<file path="src/common/sms_pkg.sv">
package sms_pkg;

	// Serial frame geometry
	localparam int         BYTE_W    = 8;
	localparam logic [2:0] CNT_RST   = 3'h0;
	localparam logic [2:0] OVR_BIT   = 3'h6;
	localparam logic [2:0] LAST_BIT  = 3'h7;
	localparam logic [4:0] EDGE_RST  = 5'h00;
	localparam logic [4:0] EDGE_ONE  = 5'h01;
	localparam logic [4:0] EDGES     = 5'h10;

	// Master serial clock period in bus cycles, per rate select code
	localparam int PERIOD_DIV2   = 2;
	localparam int PERIOD_DIV8   = 8;
	localparam int PERIOD_DIV32  = 32;
	localparam int PERIOD_DIV128 = 128;

	// Half-period terminal counts for the divider counter
	localparam logic [5:0] HALF_DIV2   = 6'(PERIOD_DIV2 / 2 - 1);
	localparam logic [5:0] HALF_DIV8   = 6'(PERIOD_DIV8 / 2 - 1);
	localparam logic [5:0] HALF_DIV32  = 6'(PERIOD_DIV32 / 2 - 1);
	localparam logic [5:0] HALF_DIV128 = 6'(PERIOD_DIV128 / 2 - 1);
	localparam logic [5:0] DIV_RST     = 6'h00;

	// Reset values
	localparam logic [7:0] BYTE_RST     = 8'h00;
	localparam logic       TX_EMPTY_RST = 1'b1;
	localparam logic       FLAG_RST     = 1'b0;

	typedef enum logic [1:0] {
		SMS_IDLE = 2'b00,
		SMS_RUN  = 2'b01,
		SMS_TAIL = 2'b11
	} sms_state_t;

endpackage : sms_pkg

</file>
<file path="src/rtl/sms_rate_gen.sv">
`timescale 1ns/1ps
module sms_rate_gen (
	// Clock and reset
	input  wire logic       clk,
	input  wire logic       rst_n,
	// Control
	input  wire logic       en,
	input  wire logic [1:0] sel,
	// Half-period strobe
	output logic            tick
);

	typedef struct packed {
		logic [5:0] cnt;
		logic       tick;
	} sms_div_t;

	sms_div_t s_r;
	sms_div_t s_nxt;
	logic [5:0] lim;

	always_comb begin
		case (sel)
			2'h0:    lim = sms_pkg::HALF_DIV2;
			2'h1:    lim = sms_pkg::HALF_DIV8;
			2'h2:    lim = sms_pkg::HALF_DIV32;
			default: lim = sms_pkg::HALF_DIV128;
		endcase
		s_nxt = s_r;
		s_nxt.tick = 1'b0;
		// Free running only while master and enabled
		if (!en) begin
			s_nxt.cnt = sms_pkg::DIV_RST;
		end else if (s_r.cnt >= lim) begin
			s_nxt.cnt = sms_pkg::DIV_RST;
			s_nxt.tick = 1'b1;
		end else begin
			s_nxt.cnt = s_r.cnt + 6'h01;
		end
	end

	always_ff @(posedge clk or negedge rst_n) begin
		if (!rst_n) begin
			s_r <= '0;
		end else begin
			s_r <= s_nxt;
		end
	end

	assign tick = s_r.tick;

endmodule : sms_rate_gen

</file>
<file path="src/rtl/sms_core.sv">
`timescale 1ns/1ps
// Contract
// - Master select set gives master; clear gives slave with clock pin as input.
// - Only a master starts transfers; a data write launches one.
// - Write with shifter empty loads at once, sets tx empty, shifts out.
// - Two rate select bits set master clock generator driving the clock pin.
// - Shift in while shifting out; at end set rx full and load rx data.
// - Rx full clears on status read while set, then data read.
// - Any data write clears tx empty.
// - Slave copies complete byte to rx data and sets rx full.
// - Slave accepts any clock up to bus clock, ignoring rate select; here the pin is sampled once per bus cycle, so half bus clock at most.
// - Byte written to busy slave waits in buffer until transfer ends.
// - Slave start: phase set on first clock edge, else select fall.
// - Polarity bit selects active level of clock; four formats.
// - Slave drives its data output only while select is low.
// - Phase 0 slave drives MSB as soon as select falls.
// - Once slave transfer begins, no load into shifter until it ends.
// - Phase 1: first clock edge starts transfer; select may stay low.
// - Master periods 2, 8, 32, 128 bus cycles; start within one bit.
// - Overrun set if rx unread at bit 1 capture; byte then dropped.
module sms_core (
	// Clock and reset
	input  wire logic       clk,
	input  wire logic       rst_n,
	// Configuration
	input  wire logic       block_enable_bit,
	input  wire logic       master_select_bit,
	input  wire logic       clk_pol,
	input  wire logic       clk_pha,
	input  wire logic       rate_select_high,
	input  wire logic       rate_select_low,
	// CPU access strobes
	input  wire logic       data_wr,
	input  wire logic [7:0] wr_data,
	input  wire logic       status_rd,
	input  wire logic       data_rd,
	// Status and receive data
	output logic [7:0]      rx_data,
	output logic            tx_empty_flag,
	output logic            rx_full_flag,
	output logic            overrun_flag,
	output logic            busy,
	// Serial clock pin
	input  wire logic       sck_i,
	output logic            sck_o,
	output logic            sck_oe,
	// Data pins
	input  wire logic       mosi_i,
	output logic            mosi_o,
	output logic            mosi_oe,
	input  wire logic       miso_i,
	output logic            miso_o,
	output logic            miso_oe,
	// Slave select, active low
	input  wire logic       ss_n_i
);

	typedef struct packed {
		sms_pkg::sms_state_t st;
		logic [7:0]          sr;
		logic                smp;
		logic [2:0]          cnt;
		logic [4:0]          tg;
		logic [7:0]          txbuf;
		logic                tx_empty;
		logic                loaded;
		logic [7:0]          rx_data;
		logic                rx_full;
		logic                ovr;
		logic                armed;
		logic                prev;
		logic                ss_prev;
		logic                mck;
		logic                miso_o;
		logic                miso_oe;
		logic                mosi_o;
		logic                mosi_oe;
		logic                sck_oe;
		logic                busy;
	} sms_core_t;

	sms_core_t s_r;
	sms_core_t s_nxt;

	logic tick;
	logic lvl;
	logic lead;
	logic trail;
	logic smp_e;
	logic sh_e;
	logic din;
	logic ss_fall;
	logic start;
	logic done;
	logic master;

	// Half-period strobe for the master clock
	sms_rate_gen sms_rate_gen_inst (
		.clk   (clk),
		.rst_n (rst_n),
		.en    (block_enable_bit & master_select_bit),
		.sel   ({rate_select_high, rate_select_low}),
		.tick  (tick)
	);

	always_comb begin
		s_nxt = s_r;
		master = master_select_bit;
		// Clock seen by the shifter: own clock as master, pin as slave
		lvl = master ? s_r.mck : sck_i;
		lead = (lvl != clk_pol) && (s_r.prev == clk_pol);
		trail = (lvl == clk_pol) && (s_r.prev != clk_pol);
		smp_e = clk_pha ? trail : lead;
		sh_e = clk_pha ? lead : trail;
		din = master ? miso_i : mosi_i;
		ss_fall = s_r.ss_prev & ~ss_n_i;
		start = 1'b0;
		done = 1'b0;
		s_nxt.prev = lvl;
		s_nxt.ss_prev = ss_n_i;

		// Status read with a flag up arms the clear; data read completes it
		if (status_rd && (s_r.rx_full || s_r.ovr)) begin
			s_nxt.armed = 1'b1;
		end
		if (data_rd && s_r.armed) begin
			s_nxt.rx_full = 1'b0;
			s_nxt.ovr = 1'b0;
			s_nxt.armed = 1'b0;
		end

		if (!block_enable_bit) begin
			s_nxt.st = sms_pkg::SMS_IDLE;
			s_nxt.cnt = sms_pkg::CNT_RST;
			s_nxt.tg = sms_pkg::EDGE_RST;
			s_nxt.loaded = 1'b0;
			s_nxt.mck = clk_pol;
		end else begin
			case (s_r.st)
				sms_pkg::SMS_IDLE: begin
					// A queued master byte is held until it has gone out
					if (!s_r.tx_empty && !(master && s_r.loaded)) begin
						s_nxt.sr = s_r.txbuf;
						s_nxt.tx_empty = 1'b1;
						s_nxt.loaded = 1'b1;
					end
					if (master) begin
						s_nxt.mck = clk_pol;
						if (s_r.loaded && tick) begin
							start = 1'b1;
							if (clk_pha) begin
								s_nxt.mck = ~clk_pol;
								s_nxt.tg = sms_pkg::EDGE_ONE;
							end else begin
								s_nxt.tg = sms_pkg::EDGE_RST;
							end
						end
					end else if (!ss_n_i && (clk_pha ? lead : ss_fall)) begin
						start = 1'b1;
					end
					if (start) begin
						s_nxt.st = sms_pkg::SMS_RUN;
						s_nxt.cnt = sms_pkg::CNT_RST;
						s_nxt.loaded = 1'b0;
					end
				end
				sms_pkg::SMS_RUN, sms_pkg::SMS_TAIL: begin
					// Master keeps toggling until all sixteen edges are out
					if (master && tick && s_r.tg != sms_pkg::EDGES) begin
						s_nxt.mck = ~s_r.mck;
						s_nxt.tg = s_r.tg + sms_pkg::EDGE_ONE;
					end
					if (s_r.st == sms_pkg::SMS_RUN) begin
						if (!master && ss_n_i) begin
							// Deselected mid-byte: abandon it
							s_nxt.st = sms_pkg::SMS_IDLE;
						end else if (smp_e) begin
							s_nxt.smp = din;
							s_nxt.cnt = s_r.cnt + 3'h1;
							if (s_r.cnt == sms_pkg::OVR_BIT && s_r.rx_full) begin
								s_nxt.ovr = 1'b1;
							end
							if (s_r.cnt == sms_pkg::LAST_BIT) begin
								done = 1'b1;
								s_nxt.sr = {s_r.sr[6:0], din};
							end
						end else if (sh_e && s_r.cnt != sms_pkg::CNT_RST) begin
							s_nxt.sr = {s_r.sr[6:0], s_r.smp};
						end
						if (done) begin
							s_nxt.st = master ? sms_pkg::SMS_TAIL
							                  : sms_pkg::SMS_IDLE;
							// Set wins over a clear in the same cycle
							if (!s_nxt.ovr) begin
								s_nxt.rx_data = {s_r.sr[6:0], din};
								s_nxt.rx_full = 1'b1;
							end
						end
					end else if (s_r.tg == sms_pkg::EDGES) begin
						s_nxt.st = sms_pkg::SMS_IDLE;
					end
				end
				default: begin
					s_nxt.st = sms_pkg::SMS_IDLE;
				end
			endcase
		end

		// Write during a transfer only fills the buffer; loads wait for idle
		if (data_wr) begin
			s_nxt.txbuf = wr_data;
			s_nxt.tx_empty = 1'b0;
		end

		s_nxt.miso_o = s_nxt.sr[7];
		s_nxt.miso_oe = block_enable_bit & ~master & ~ss_n_i;
		// Last bit holds one cycle past the last sampling edge so the far side gets it
		s_nxt.mosi_o = done ? s_r.mosi_o : s_nxt.sr[7];
		s_nxt.mosi_oe = block_enable_bit & master;
		s_nxt.sck_oe = block_enable_bit & master;
		s_nxt.busy = (s_nxt.st != sms_pkg::SMS_IDLE);
	end

	always_ff @(posedge clk or negedge rst_n) begin
		if (!rst_n) begin
			s_r          <= '0;
			s_r.st       <= sms_pkg::SMS_IDLE;
			s_r.sr       <= sms_pkg::BYTE_RST;
			s_r.txbuf    <= sms_pkg::BYTE_RST;
			s_r.rx_data  <= sms_pkg::BYTE_RST;
			s_r.tx_empty <= sms_pkg::TX_EMPTY_RST;
			s_r.rx_full  <= sms_pkg::FLAG_RST;
			s_r.ovr      <= sms_pkg::FLAG_RST;
			s_r.ss_prev  <= 1'b1;
		end else begin
			s_r <= s_nxt;
		end
	end

	assign rx_data       = s_r.rx_data;
	assign tx_empty_flag = s_r.tx_empty;
	assign rx_full_flag  = s_r.rx_full;
	assign overrun_flag  = s_r.ovr;
	assign busy          = s_r.busy;
	// Pin clock trails the internal one a cycle, so data moves clear of it
	assign sck_o         = s_r.prev;
	assign sck_oe        = s_r.sck_oe;
	assign mosi_o        = s_r.mosi_o;
	assign mosi_oe       = s_r.mosi_oe;
	assign miso_o        = s_r.miso_o;
	assign miso_oe       = s_r.miso_oe;

endmodule : sms_core

</file>
<file path="config.mk">
export PLATFORM = sky130hd
export DESIGN_NAME = sms_core
export DESIGN_NICKNAME = d
export VERILOG_FILES = /design/src/common/sms_pkg.sv /design/src/rtl/sms_rate_gen.sv /design/src/rtl/sms_core.sv
export SDC_FILE = /design/constraint.sdc
export NUM_CORES = 1
export LEC_CHECK = 0
export BUFFER_PORTS_ARGS = -buffer_cell sky130_fd_sc_hd__buf_2
export CORE_MARGIN = 4
export CORE_UTILIZATION = 50
export DETAILED_ROUTE_END_ITERATION = 10
export PLACE_DENSITY_LB_ADDON = 0.15
export SLEW_MARGIN = 30
export SYNTH_ARGS = -nofsm -noshare
export SYNTH_HDL_FRONTEND = slang
export SYNTH_SLANG_ARGS = --single-unit
</file>
<file path="constraint.sdc">
create_clock -name clk -period 3.8 [get_ports clk]
set_input_delay 0.19 -clock clk [delete_from_list [all_inputs] [get_ports clk]]
set_output_delay 0.19 -clock clk [all_outputs]
set_load 0.02 [all_outputs]
</file>
==> out/metrics.csv, run 1 <==
stage,metric,value,unit
yosys,cells after synthesis,292,
worst_setup_path,Worst path most repeated cell,sky130_fd_sc_hd__ha_1,
finish,multi-input logic area,1440,um2
sta,clock period minus final worst setup slack,2410,ps
sta,minimum setup slack in the final design,1390,ps
sta,maximum clock skew at final layout,6.41,ps
worst_setup_path,Worst EP required,4010,ps
cts,TritonCTS clock tree,yes,
grt,global-route congestion overflow total,0,
finish,proportion of layout cells with a drive suffix above 1,24.8,%
worst_setup_path,length in cells of the worst reg-to-reg path,7,
placement,global placer's final weighted congestion,0.953,
routing,number of detailed-routing iterations run before antenna repair,4,
worst_setup_path,CP endpoint kind,flop,
sta,Tcrit/Tclk final,63.5,%
finish,area taken by flip-flops and latches,1350,um2
floorplanning,height of the die,85.0,um
floorplanning,area of the core,5640,um2
sta,setup repair after global routing missed its margin,false,
power,Leakage Power,1.59,nW
finish,fillers,507,
worst_setup_path,slowest CP cell,sky130_fd_sc_hd__dfrtp_1,
finish,Nets,357,
placement,placed wire-length estimate,4330,um
worst_setup_path,CP Class,flop to flop,
floorplanning,Horiz. Die Dim,85.0,um
sta,final-report setup violation count,0,
grt,Global Route Usage Sum,17.7,%
routing,antenna-violating nets left,0,
routing,via count,2214,
worst_setup_path,endpoint of the lowest-slack register-to-register path,s_r[42],
finish,number of diodes,0,
yosys,number of warnings issued by yosys,0,
cts,Sinks on Clock Net,54,
routing,post-DR wirelength/cell,14.9,um
hold_path,worst hold path class,primary input to async pin,
routing,DRC violations left,0,
cts,setup repair bufs after CTS,0,
routing,via density per instance,5.62,
placement,Placement Setup Slack,1170,ps
cts,Post-CTS Hold Fix Bufs,0,
worst_setup_path,critical path startpoint category,flop,
sta,Worst Tran Pin Value,778,ps
sta,worst slack on hold paths,-24.2,ps
yosys,"Seq/Total Area, Yosys",45.6,%
yosys,Syn Area/Cell,10.2,um2
cts,number of levels the H-tree was split into,2,
yosys,Netlist Area Pre-Place,2970,um2
worst_setup_path,beginning of the worst register-to-register path,s_r[36],
outcome,result of the run,"finished, violations left",
routing,Detailed Route Iter0 Violations,201,
cts,Inserted Clock Buffers,5,
placement,Buffers on Ports,40,
sta,total negative setup slack,0,ps
floorplanning,Initial Util,52.6,%
grt,antenna violations before repair,0,
power,VDD IR-drop max,0.256,mV
yosys,count of state elements after synthesis,54,
worst_setup_path,data arrival time at the worst-slack endpoint,2620,ps
sta,Rel. slew slack,47.9,%
job,max-cap viol count,0,
grt,via count of the first global-routing pass,2219,
finish,synthesis-to-finish area growth,9.53,%
floorplanning,io pins,41,
yosys,ys flop type,sky130_fd_sc_hd__dfrtp_1,
yosys,number of nets in the synthesized netlist,328,
worst_setup_path,largest driver fanout on the critical path,7,
routing,total wirelength of the detailed-routed design,5870,um
outcome,violations in the final reports,hold timing,
floorplanning,Die Footprint,7230,um2
yosys,share of flip-flops with an asynchronous set or reset,100,%
cts,post-CTS resize count,0,
grt,global-route wire length before repair,10400,um
floorplanning,row cnt,27,
cts,latest clock arrival within the worst-skew pair,310,ps
sta,Fin. Hold Viols,17,
power,total power density per cell area,371,nW/um2
grt,largest net degree at the start of global routing,55,
worst_setup_path,flop2flop setup slack,1390,ps
yosys,number of distinct library cells after synthesis,51,
cts,Max Root-Sink Buffers,2,
worst_setup_path,worst path cell trace,ha_1 > ha_1 > nand2b_1 > o2111ai_1 > o311ai_0 > o211ai_1 > mux2_2,
yosys,number of enable flip-flop cells after synthesis,0,
sta,count of pins over their slew limit,0,
cts,Root Buffer,sky130_fd_sc_hd__clkbuf_8,
cts,clock transition at the registers of the reported paths,100,ps
sta,FMAX,414,MHz
worst_setup_path,crit-path max cell delay,430,ps
==> sequential cells by signal, indices dropped and copies added (netlist names) <==
name	cells
mosi_o	1
rx_data	8
sck_oe	1
tx_empty_flag	1
busy	1
overrun_flag	1
sms_rate_gen_inst.s_r	6
s_r	31
rx_full_flag	1
miso_oe	1
sms_rate_gen_inst.tick	1
sck_o	1
==> placed cells by master, fill, tap and decap left out, types with 6 or more instances in the layout <==
cell type	instances
sky130_fd_sc_hd__a21oi_1	10
sky130_fd_sc_hd__a22o_1	7
sky130_fd_sc_hd__buf_2	40
sky130_fd_sc_hd__clkbuf_8	6
sky130_fd_sc_hd__dfrtp_1	52
sky130_fd_sc_hd__ha_1	13
sky130_fd_sc_hd__inv_1	15
sky130_fd_sc_hd__mux2_2	16
sky130_fd_sc_hd__nand2_1	30
sky130_fd_sc_hd__nand3_1	14
sky130_fd_sc_hd__nor2_1	21
sky130_fd_sc_hd__o21ai_0	18
==> metal layers <==
metal	global-route usage, %	vias up	part of all wire (%)
met4	5.90	0	1.2
met1	24.2	1058	47
met3	4.37	8	4.7
met5	0	-	0
met2	27.5	55	47
li1	-	1093	-
==> how the worst max path moves through the flow <==
stage,from,endpoint,slack [ps],cells past startpoint
after floorplan,sck_o,rx_data[2],1640,7
after global placement,clk_pol,rx_data[5],1270,6
after detailed placement,clk_pol,s_r[42],1170,6
after CTS,s_r[36],s_r[42],1370,6
after global routing,s_r[36],s_r[42],1160,6
final,s_r[36],s_r[42],1390,7
==> power breakdown <==
| part | internal, W | switching (W) |
|---|---|---|
| registers | 0.000623 | 0.0000440 |
| clock network | 0.000150 | 0.000194 |
| logic | 0.0000863 | 0.000110 |
==> layout make-up <==
type                    count  area share (%)
well taps                  72            2.77
repair buffers             41            6.39
multi-input cells         203            44.2
clock buffers               6            2.54
clock inverters             2           0.500
inverters                  16            1.92
flip-flops and latches     54            41.6
==> cells by family (layout without fill, tap and decap cells) <==
| family | Yosys count | after routing | share of synthesized area [%] |
|---|---|---|---|
| and+or+nand+nor | 92 | 92 | 15.1 |
| AOI/OAI and AO/OA | 66 | 66 | 15.1 |
| DFF | 54 | 54 | 45.6 |
| buffers and inverters | 35 | 65 | 6.20 |
| muxes | 27 | 27 | 11.0 |
| adders and majority gates | 13 | 13 | 5.48 |
| xor gates and xnor gates | 5 | 5 | 1.48 |
==> synthesized netlist by cell type (all sizes together), types with 2 or more instances <==
library cell | count | area [um2]
a211oi | 2 | 15.0
o21a | 2 | 15.0
a21o | 3 | 22.5
o311ai | 3 | 26.3
ha | 13 | 163
a22o | 7 | 61.3
o22ai | 2 | 12.5
nand2b | 4 | 25.0
xor2 | 2 | 17.5
dfstp | 2 | 52.6
and2 | 2 | 12.5
o21ai | 19 | 95.1
mux2i | 6 | 72.6
nand2 | 30 | 113
a21oi | 11 | 66.3
dfrtp | 52 | 1300
nor2b | 3 | 18.8
xnor2 | 3 | 26.3
inv | 16 | 62.6
and3 | 2 | 12.5
nor3b | 2 | 15.0
buf | 12 | 95.1
o211ai | 2 | 15.0
nor2 | 21 | 78.8
mux2 | 21 | 255
o221ai | 3 | 26.3
clkbuf | 7 | 26.3
a31oi | 4 | 25.0
a22oi | 2 | 15.0
nor3 | 5 | 25.0
nand4 | 4 | 31.3
nand3 | 14 | 70.1
==> through the flow <==
stage                     std cells  cell area [um2]  total power [W]  utilization [%]
after floorplan                 292             2970         0.000806                -
after global placement          386             3140         0.000871             55.7
after detailed placement        386             3140         0.000875             55.7
after CTS                       394             3240          0.00122             57.5
after global routing            394             3250          0.00127             57.6
final                           394             3250          0.00121             57.6
==> worst max-delay path: cells and delay by family, from the launching register on <==
| kind | cells | cell delay, ps |
|---|---|---|
| and+or+nand+nor | 1 | 190 |
| AOI/OAI and AO/OA | 3 | 790 |
| muxes | 1 | 410 |
| DFF | 1 | 430 |
| adders and majority gates | 2 | 490 |
No activity file was read; power rests on OpenSTA's default activity.
==> run 2: changes to the inputs <==
--- a/config.mk
+++ b/config.mk
@@ -5,6 +5,7 @@
 export SDC_FILE = /design/constraint.sdc
 export NUM_CORES = 1
 export LEC_CHECK = 0
+export ABC_AREA = 1
 export BUFFER_PORTS_ARGS = -buffer_cell sky130_fd_sc_hd__buf_2
 export CORE_MARGIN = 4
 export CORE_UTILIZATION = 50
==> constraint.sdc (replaced) <==
create_clock -name clk -period 2.1 [get_ports clk]
set_input_delay 0.105 -clock clk [delete_from_list [all_inputs] [get_ports clk]]
set_output_delay 0.105 -clock clk [all_outputs]
set_load 0.02 [all_outputs]
==> run 2 against run 1 <==
- the flow now finishes without violations
- non-clock buffer count grew 5
- via count up 7.0%
- total power is 86% higher
- fmax rose by 34%
- highest routed layer unchanged
- critical endpoint is now s_r[34]
==> out/metrics.csv, run 2 <==
stage,metric,value,unit
cts,number of levels the H-tree was split into,2,
sta,Worst Tran Pin Value,629,ps
floorplanning,io pins,41,
floorplanning,height of the die,85.0,um
grt,Global Route Usage Sum,17.8,%
sta,Rel. slew slack,58.1,%
placement,Placement Setup Slack,320,ps
yosys,leading post-synthesis cells by cell area,"sky130_fd_sc_hd__dfrtp_1, sky130_fd_sc_hd__nand2_1, sky130_fd_sc_hd__inv_1",
cts,Inserted Clock Buffers,5,
yosys,most numerous cell in the Yosys netlist,sky130_fd_sc_hd__nand2_1,
routing,DRC violations left,0,
yosys,"Seq/Total Area, Yosys",45.6,%
sta,final-report setup violation count,0,
finish,multi-input logic area,1280,um2
finish,proportion of layout cells with a drive suffix above 1,19.2,%
finish,fillers,516,
worst_setup_path,data arrival time at the worst-slack endpoint,2020,ps
cts,clock transition at the registers of the reported paths,100,ps
floorplanning,Die Footprint,7230,um2
sta,FMAX,556,MHz
finish,largest registers,"s_r x31, rx_data x8, sms_rate_gen_inst.s_r x6",
sta,maximum clock skew at final layout,13.7,ps
floorplanning,row cnt,27,
job,max-cap viol count,0,
finish,Nets,430,
worst_setup_path,largest driver fanout on the critical path,7,
worst_setup_path,Buffers & Inverters on Critical Path,1,
cts,latest clock arrival within the worst-skew pair,310,ps
power,switching component of the power,0.000647,W
finish,"top library cells by usage in the layout, fill and taps aside","sky130_fd_sc_hd__nand2_1, sky130_fd_sc_hd__inv_1, sky130_fd_sc_hd__dfrtp_1",
sta,total negative setup slack,0,ps
yosys,biggest area consumer among synthesized cells,sky130_fd_sc_hd__dfrtp_1,
routing,post-DR wirelength/cell,12.7,um
cts,Post-CTS Hold Fix Bufs,5,
floorplanning,Initial Util,52.6,%
worst_setup_path,Worst path most repeated cell,sky130_fd_sc_hd__nand2_1,
power,internal power,0.00160,W
finish,synthesis-to-finish area growth,12.3,%
power,clock network fraction of total power,31.1,%
cts,Max Root-Sink Buffers,2,
finish,area taken by flip-flops and latches,1350,um2
routing,antenna-violating nets left,0,
floorplanning,area of the core,5640,um2
grt,antenna violations before repair,0,
finish,Largest register FFs,31,
yosys,Netlist Area Pre-Place,2970,um2
power,sequential cell fraction of total power,52.3,%
routing,via density per instance,5.07,
outcome,result of the run,"finished, final reports clean",
worst_setup_path,flop2flop setup slack,300,ps
worst_setup_path,critical path startpoint category,flop,
yosys,number of distinct library cells after synthesis,37,
yosys,ys flop type,sky130_fd_sc_hd__dfrtp_1,
power,combinational fraction of design power,16.6,%
worst_setup_path,slowest CP cell,sky130_fd_sc_hd__dfrtp_1,
yosys,number of warnings issued by yosys,0,
yosys,number of nets in the synthesized netlist,391,
sta,setup repair after global routing missed its margin,false,
placement,global placer's final weighted congestion,0.829,
worst_setup_path,CP endpoint kind,flop,
sta,Tcrit/Tclk final,85.7,%
yosys,cells after synthesis,355,
cts,TritonCTS clock tree,yes,
finish,number of diodes,0,
yosys,count of state elements after synthesis,54,
cts,Root Buffer,sky130_fd_sc_hd__clkbuf_8,
routing,Detailed Route Iter0 Violations,116,
sta,count of pins over their slew limit,0,
placement,Buffers on Ports,40,
sta,clock period minus final worst setup slack,1800,ps
power,VDD IR-drop max,0.389,mV
power,fraction of power spent switching nets,28.8,%
grt,via count of the first global-routing pass,2383,
yosys,Syn Area/Cell,8.36,um2
worst_setup_path,CP Class,flop to flop,
yosys,share of flip-flops with an asynchronous set or reset,100,%
finish,Largest Register,s_r,
routing,via count,2370,
worst_setup_path,Worst EP required,2320,ps
routing,total wirelength of the detailed-routed design,5940,um
yosys,fraction of post-synthesis cell area in the top cell type by area,43.8,%
grt,largest net degree at the start of global routing,30,
sta,Fin. Hold Viols,0,
power,total power density per cell area,674,nW/um2
worst_setup_path,kind of cell adding the most delay to the critical path,simple AND/OR/NAND/NOR gates,
sta,minimum setup slack in the final design,300,ps
hold_path,worst hold path class,primary input to flop,
cts,post-CTS resize count,0,
worst_setup_path,crit-path max cell delay,400,ps
finish,"most common cell after layout, fill and taps aside",sky130_fd_sc_hd__nand2_1,
power,Leakage Power,1.74,nW
yosys,number of enable flip-flop cells after synthesis,0,
cts,setup repair bufs after CTS,0,
routing,number of detailed-routing iterations run before antenna repair,4,
worst_setup_path,worst path cell trace,inv_1 > ha_1 > nand4_1 > nand3_1 > nand2_1 > nand2_1 > a21oi_1 > o21ai_2 > o21ai_0 > nor3b_1,
floorplanning,Horiz. Die Dim,85.0,um
grt,global-route congestion overflow total,0,
cts,Sinks on Clock Net,54,
yosys,cell types with the highest counts after synthesis,"sky130_fd_sc_hd__nand2_1, sky130_fd_sc_hd__inv_1, sky130_fd_sc_hd__dfrtp_1, sky130_fd_sc_hd__o21ai_0, sky130_fd_sc_hd__nand3_1",
grt,global-route wire length before repair,10500,um
placement,placed wire-length estimate,4530,um
## run 2: changes by cell type after synthesis, moves of 8 or more
cell                      delta
sky130_fd_sc_hd__inv_1      +40
sky130_fd_sc_hd__mux2_2     -15
sky130_fd_sc_hd__nand2_1    +54
sky130_fd_sc_hd__nand3_1    +12
sky130_fd_sc_hd__o21ai_0    +11
sky130_fd_sc_hd__o21ai_2     +8
## run 2: worst paths after layout
path | start | to | cells after the start
worst max-delay path | s_r[30] | s_r[34] | 10
worst min-delay path | wr_data[2] | s_r[24] | 3
worst max register to register | s_r[30] | s_r[34] | 10
worst min register to register | rx_data[1] | rx_data[1] | 2
max in group asynchronous | rst_n | tx_empty_flag | 3
min in group asynchronous | rst_n | sck_o | 2
## run 2: per-stage QoR
stage / cells / power [W] / hold slack [ps] / utilization, % / area (um2)
2_1_floorplan: 355 / 0.00143 / -191 / - / 2970
3_3_place_gp: 454 / 0.00156 / 158 / 56.2 / 3170
3_5_place_dp: 454 / 0.00156 / 160 / 56.2 / 3170
4_1_cts: 467 / 0.00227 / 0.458 / 59.1 / 3330
6_report: 467 / 0.00225 / 3.91 / 59.1 / 3330
5_1_grt: 467 / 0.00238 / 4.46 / 59.1 / 3330
## run 2: routing by layer
metal / track usage (%) / vias to the layer above / wire length (um)
li1: - / 1216 / -
met1: 22.8 / 1093 / 2800
met4: 5.61 / 0 / 85
met5: 0 / - / 0
met2: 30.2 / 52 / 2800
met3: 3.69 / 9 / 259
## run 2: worst reg2reg max path, cell delays in order (launching register included)
cell and delay [ps]:
sky130_fd_sc_hd__dfrtp_1 400, sky130_fd_sc_hd__inv_1 70, sky130_fd_sc_hd__ha_1 200, sky130_fd_sc_hd__nand4_1 130, sky130_fd_sc_hd__nand3_1 80, sky130_fd_sc_hd__nand2_1 70, sky130_fd_sc_hd__nand2_1 50, sky130_fd_sc_hd__a21oi_1 220
sky130_fd_sc_hd__o21ai_2 150, sky130_fd_sc_hd__o21ai_0 160, sky130_fd_sc_hd__nor3b_1 200
## run 2: power groups by stage
stage | logic [W] | clock network, W | registers, W
floorplan | 0.000232 | 0 | 0.00120
global placement | 0.000361 | 0 | 0.00120
detailed placement | 0.000367 | 0 | 0.00120
CTS | 0.000375 | 0.000722 | 0.00118
global route | 0.000428 | 0.000770 | 0.00119
finish | 0.000372 | 0.000699 | 0.00118
## run 2: final cells by class
type / instances / share of cell area [%]
Clock buffer: 5 / 2.07
Sequential cell: 54 / 40.6
Timing Repair Buffer: 46 / 8.11
Tap cell: 72 / 2.70
Multi-Input combinational cell: 229 / 38.5
Inverter: 58 / 6.68
Clock inverter: 3 / 1.35
## run 2: cells by family (layout without fill, tap and decap cells)
family,Yosys count,count (layout),share of synthesized area (%)
adders and majority gates,13,13,5.48
buffers and inverters,72,112,11.2
xor gates and xnor gates,3,3,0.885
DFF,54,54,45.6
AOI/OAI and AO/OA,64,64,12.9
and+or+nand+nor,146,146,22.9
muxes,3,3,1.05
==> run 3: changes to the inputs <==
--- a/config.mk
+++ b/config.mk
@@ -14,4 +14,5 @@
 export SLEW_MARGIN = 30
 export SYNTH_ARGS = -nofsm -noshare
 export SYNTH_HDL_FRONTEND = slang
+export SYNTH_HIERARCHICAL = 1
 export SYNTH_SLANG_ARGS = --single-unit
==> constraint.sdc (replaced) <==
create_clock -name clk -period 1.93 [get_ports clk]
set_input_delay 0.0965 -clock clk [delete_from_list [all_inputs] [get_ports clk]]
set_output_delay 0.0965 -clock clk [all_outputs]
set_load 0.02 [all_outputs]
==> run 3 against run 2 <==
- register-to-register slack worse by 70 ps
- die area grew 1.5%
- routed wire length rose by 0.13%
- global-route usage increased by 0.13 points
- critical path depth shrank 1
- final cell count up 3.6%
- sequential cell count is the same
- critical endpoint is now s_r[33]
- combinational power increased by 13%
- via count is the same
==> out/metrics.csv, run 3 <==
stage,metric,value,unit
grt,global-route wire length before repair,10600,um
hold_path,startpoint of the most critical hold path,status_rd,
finish,core utilization of the finished layout,58.6,%
floorplanning,Die Footprint,7340,um2
worst_setup_path,Worst EP required,2160,ps
routing,post-DR wirelength/cell,12.3,um
grt,global-route congestion overflow total,0,
yosys,share of flip-flops with an asynchronous set or reset,100,%
sta,count of pins over their slew limit,0,
cts,Sinks on Clock Net,54,
power,total power draw,0.00240,W
yosys,number of nets in the synthesized netlist,396,
finish,proportion of layout cells with a drive suffix above 1,22.2,%
finish,"most common cell after layout, fill and taps aside",sky130_fd_sc_hd__nand2_1,
yosys,"Seq/Total Area, Yosys",44.9,%
cts,TritonCTS clock tree,yes,
outcome,result of the run,"finished, final reports clean",
power,total power density per cell area,695,nW/um2
finish,number of diodes,0,
sta,clock period minus final worst setup slack,1700,ps
floorplanning,height of the die,85.7,um
sta,final-report setup violation count,0,
placement,Buffers on Ports,40,
yosys,main combinational cell family by area after synthesis,simple AND/OR/NAND/NOR gates,
yosys,xor/xnor share of the synthesized area,0.871,%
routing,Detailed Route Iter0 Violations,108,
worst_setup_path,largest driver fanout on the critical path,8,
hold_path,number of cells traversed by the worst hold path,3,
yosys,Compound-Gate Fraction of Synth Area,11.4,%
floorplanning,row cnt,28,
routing,DRC violations left,0,
finish,largest registers,"s_r x31, rx_data x8, sms_rate_gen_inst/s_r x6",
floorplanning,Initial Util,51.2,%
cts,Inserted Clock Buffers,5,
cts,latest clock arrival within the worst-skew pair,320,ps
cts,clock transition at the registers of the reported paths,100,ps
worst_setup_path,data arrival time at the worst-slack endpoint,1930,ps
sta,Rel. slew slack,66.0,%
placement,Placement Setup Slack,205,ps
worst_setup_path,flop2flop setup slack,230,ps
routing,via density per instance,4.90,
worst_setup_path,critical path startpoint category,flop,
yosys,cells after synthesis,362,
sta,maximum clock skew at final layout,7.15,ps
finish,synthesis-to-finish area growth,14.4,%
yosys,simple-gate area share of the yosys netlist,25.9,%
yosys,multiplexer area fraction after synthesis,1.04,%
yosys,fraction of post-synthesis cell area in the top cell type by area,43.2,%
grt,via count of the first global-routing pass,2407,
grt,largest net degree at the start of global routing,35,
floorplanning,io pins,41,
worst_setup_path,CP endpoint kind,flop,
yosys,Netlist Area Pre-Place,3020,um2
floorplanning,area of the core,5890,um2
yosys,Syn Area/Cell,8.33,um2
cts,setup repair bufs after CTS,0,
sta,FMAX,589,MHz
sta,Tcrit/Tclk final,88.0,%
finish,Nets,442,
yosys,ys flop type,sky130_fd_sc_hd__dfrtp_1,
sta,worst slack on hold paths,21.0,ps
yosys,number of warnings issued by yosys,6,
sta,Fin. Hold Viols,0,
grt,antenna violations before repair,0,
cts,Root Buffer,sky130_fd_sc_hd__clkbuf_8,
cts,number of levels the H-tree was split into,2,
power,Leakage Power,1.82,nW
yosys,cell types with the highest counts after synthesis,"sky130_fd_sc_hd__nand2_1, sky130_fd_sc_hd__inv_1, sky130_fd_sc_hd__dfrtp_1, sky130_fd_sc_hd__o21ai_0, sky130_fd_sc_hd__nand3_1",
placement,placed wire-length estimate,4490,um
worst_setup_path,CP Class,flop to flop,
grt,Global Route Usage Sum,17.9,%
worst_setup_path,endpoint of the lowest-slack register-to-register path,s_r[33],
power,VDD IR-drop max,0.409,mV
yosys,biggest area consumer among synthesized cells,sky130_fd_sc_hd__dfrtp_1,
worst_setup_path,length in cells of the worst reg-to-reg path,9,
routing,total wirelength of the detailed-routed design,5950,um
yosys,most numerous cell in the Yosys netlist,sky130_fd_sc_hd__nand2_1,
yosys,"post-synthesis share of cell area spent on full adders, half adders and majority gates",4.56,%
yosys,leading post-synthesis cells by cell area,"sky130_fd_sc_hd__dfrtp_1, sky130_fd_sc_hd__nand2_1, sky130_fd_sc_hd__inv_1",
routing,antenna-violating nets left,0,
sta,minimum setup slack in the final design,231,ps
routing,number of detailed-routing iterations run before antenna repair,4,
yosys,count of state elements after synthesis,54,
sta,setup repair after global routing missed its margin,false,
sta,Worst Tran Pin Value,510,ps
routing,via count,2370,
finish,Largest register FFs,31,
finish,Largest Register,s_r,
yosys,number of enable flip-flop cells after synthesis,0,
hold_path,destination of the worst hold path,s_r[9],
sta,total negative setup slack,0,ps
finish,"top library cells by usage in the layout, fill and taps aside","sky130_fd_sc_hd__nand2_1, sky130_fd_sc_hd__inv_1, sky130_fd_sc_hd__dfrtp_1",
yosys,number of distinct library cells after synthesis,40,
worst_setup_path,beginning of the worst register-to-register path,s_r[47],
job,max-cap viol count,0,
floorplanning,Horiz. Die Dim,85.7,um
placement,global placer's final weighted congestion,0.815,
cts,Max Root-Sink Buffers,2,
hold_path,worst hold path class,primary input to flop,
==> run 3: changes by cell type after synthesis, moves of 2 or more <==
cell / previous run / this run
sky130_fd_sc_hd__nand3_2: 2 / 7
sky130_fd_sc_hd__nand3_1: 26 / 24
sky130_fd_sc_hd__ha_1: 13 / 11
sky130_fd_sc_hd__a21oi_1: 9 / 6
sky130_fd_sc_hd__nand2_1: 84 / 91
sky130_fd_sc_hd__nand4_1: 5 / 3
sky130_fd_sc_hd__nor2_2: 0 / 3
sky130_fd_sc_hd__o21ai_0: 29 / 27
sky130_fd_sc_hd__o211ai_1: 3 / 0
==> run 3: cell type report <==
cell class | instances | area [um2]
Fill cell | 551 | 2440
Sequential cell | 54 | 1360
Multi-Input combinational cell | 234 | 1330
Timing Repair Buffer | 54 | 345
Inverter | 59 | 226
Tap cell | 75 | 93.8
Clock buffer | 5 | 68.8
Clock inverter | 3 | 28.8
==> run 3: timing repair <==
action                     in CTS  in global routing
setup endpoints to repair       0                  2
resized for setup               0                  3
hold buffers                   11                  0
hold endpoints to repair       29                  0
==> run 3: report_power, final <==
part | total [W] | leakage (nW) | switching, W | internal [W]
Sequential | 0.00128 | 0.712 | 0.0000603 | 0.00122
Clock | 0.000694 | 0.0506 | 0.000421 | 0.000272
Combinational | 0.000422 | 1.06 | 0.000275 | 0.000147
==> run 3: cell families (layout without fill, tap and decap cells) <==
logic type | Yosys count | after routing
simple gates | 160 | 160
buf+inv | 74 | 121
compound gates | 57 | 57
flops | 54 | 54
fa+ha+maj | 11 | 11
xor+xnor | 3 | 3
mux | 3 | 3
==> run 3: worst max path at each step <==
stage	from	end	slack [ps]
2_1_floorplan	sck_o	rx_data[6]	320
3_3_place_gp	s_r[47]	s_r[33]	290
3_5_place_dp	s_r[30]	s_r[34]	200
4_1_cts	s_r[30]	s_r[34]	180
5_1_grt	s_r[47]	s_r[33]	1
6_report	s_r[47]	s_r[33]	230
==> run 3: worst max-delay path, cell delays in order (launching register included) <==
cell,delay (ps)
sky130_fd_sc_hd__dfrtp_2,480
sky130_fd_sc_hd__nor2_1,190
sky130_fd_sc_hd__inv_1,110
sky130_fd_sc_hd__nor2_4,130
sky130_fd_sc_hd__nand2_1,70
sky130_fd_sc_hd__nand3_1,170
sky130_fd_sc_hd__inv_1,120
sky130_fd_sc_hd__nand2_1,90
sky130_fd_sc_hd__inv_1,60
sky130_fd_sc_hd__nor3b_1,190
==> run 3: metrics by stage <==
| stage | cell area (um2) | std cells |
|---|---|---|
| after detailed placement | 3230 | 465 |
| after CTS | 3440 | 484 |
| after global routing | 3450 | 484 |
| after floorplan | 3020 | 362 |
| final | 3450 | 484 |
| after global placement | 3230 | 465 |
==> run 3: per-layer routing <==
layer	routed length, um	track usage (%)	vias up
met1	2810	24.0	1083
li1	-	-	1239
met4	82	6.91	0
met3	241	3.17	7
met2	2820	29.1	41
met5	0	0	-
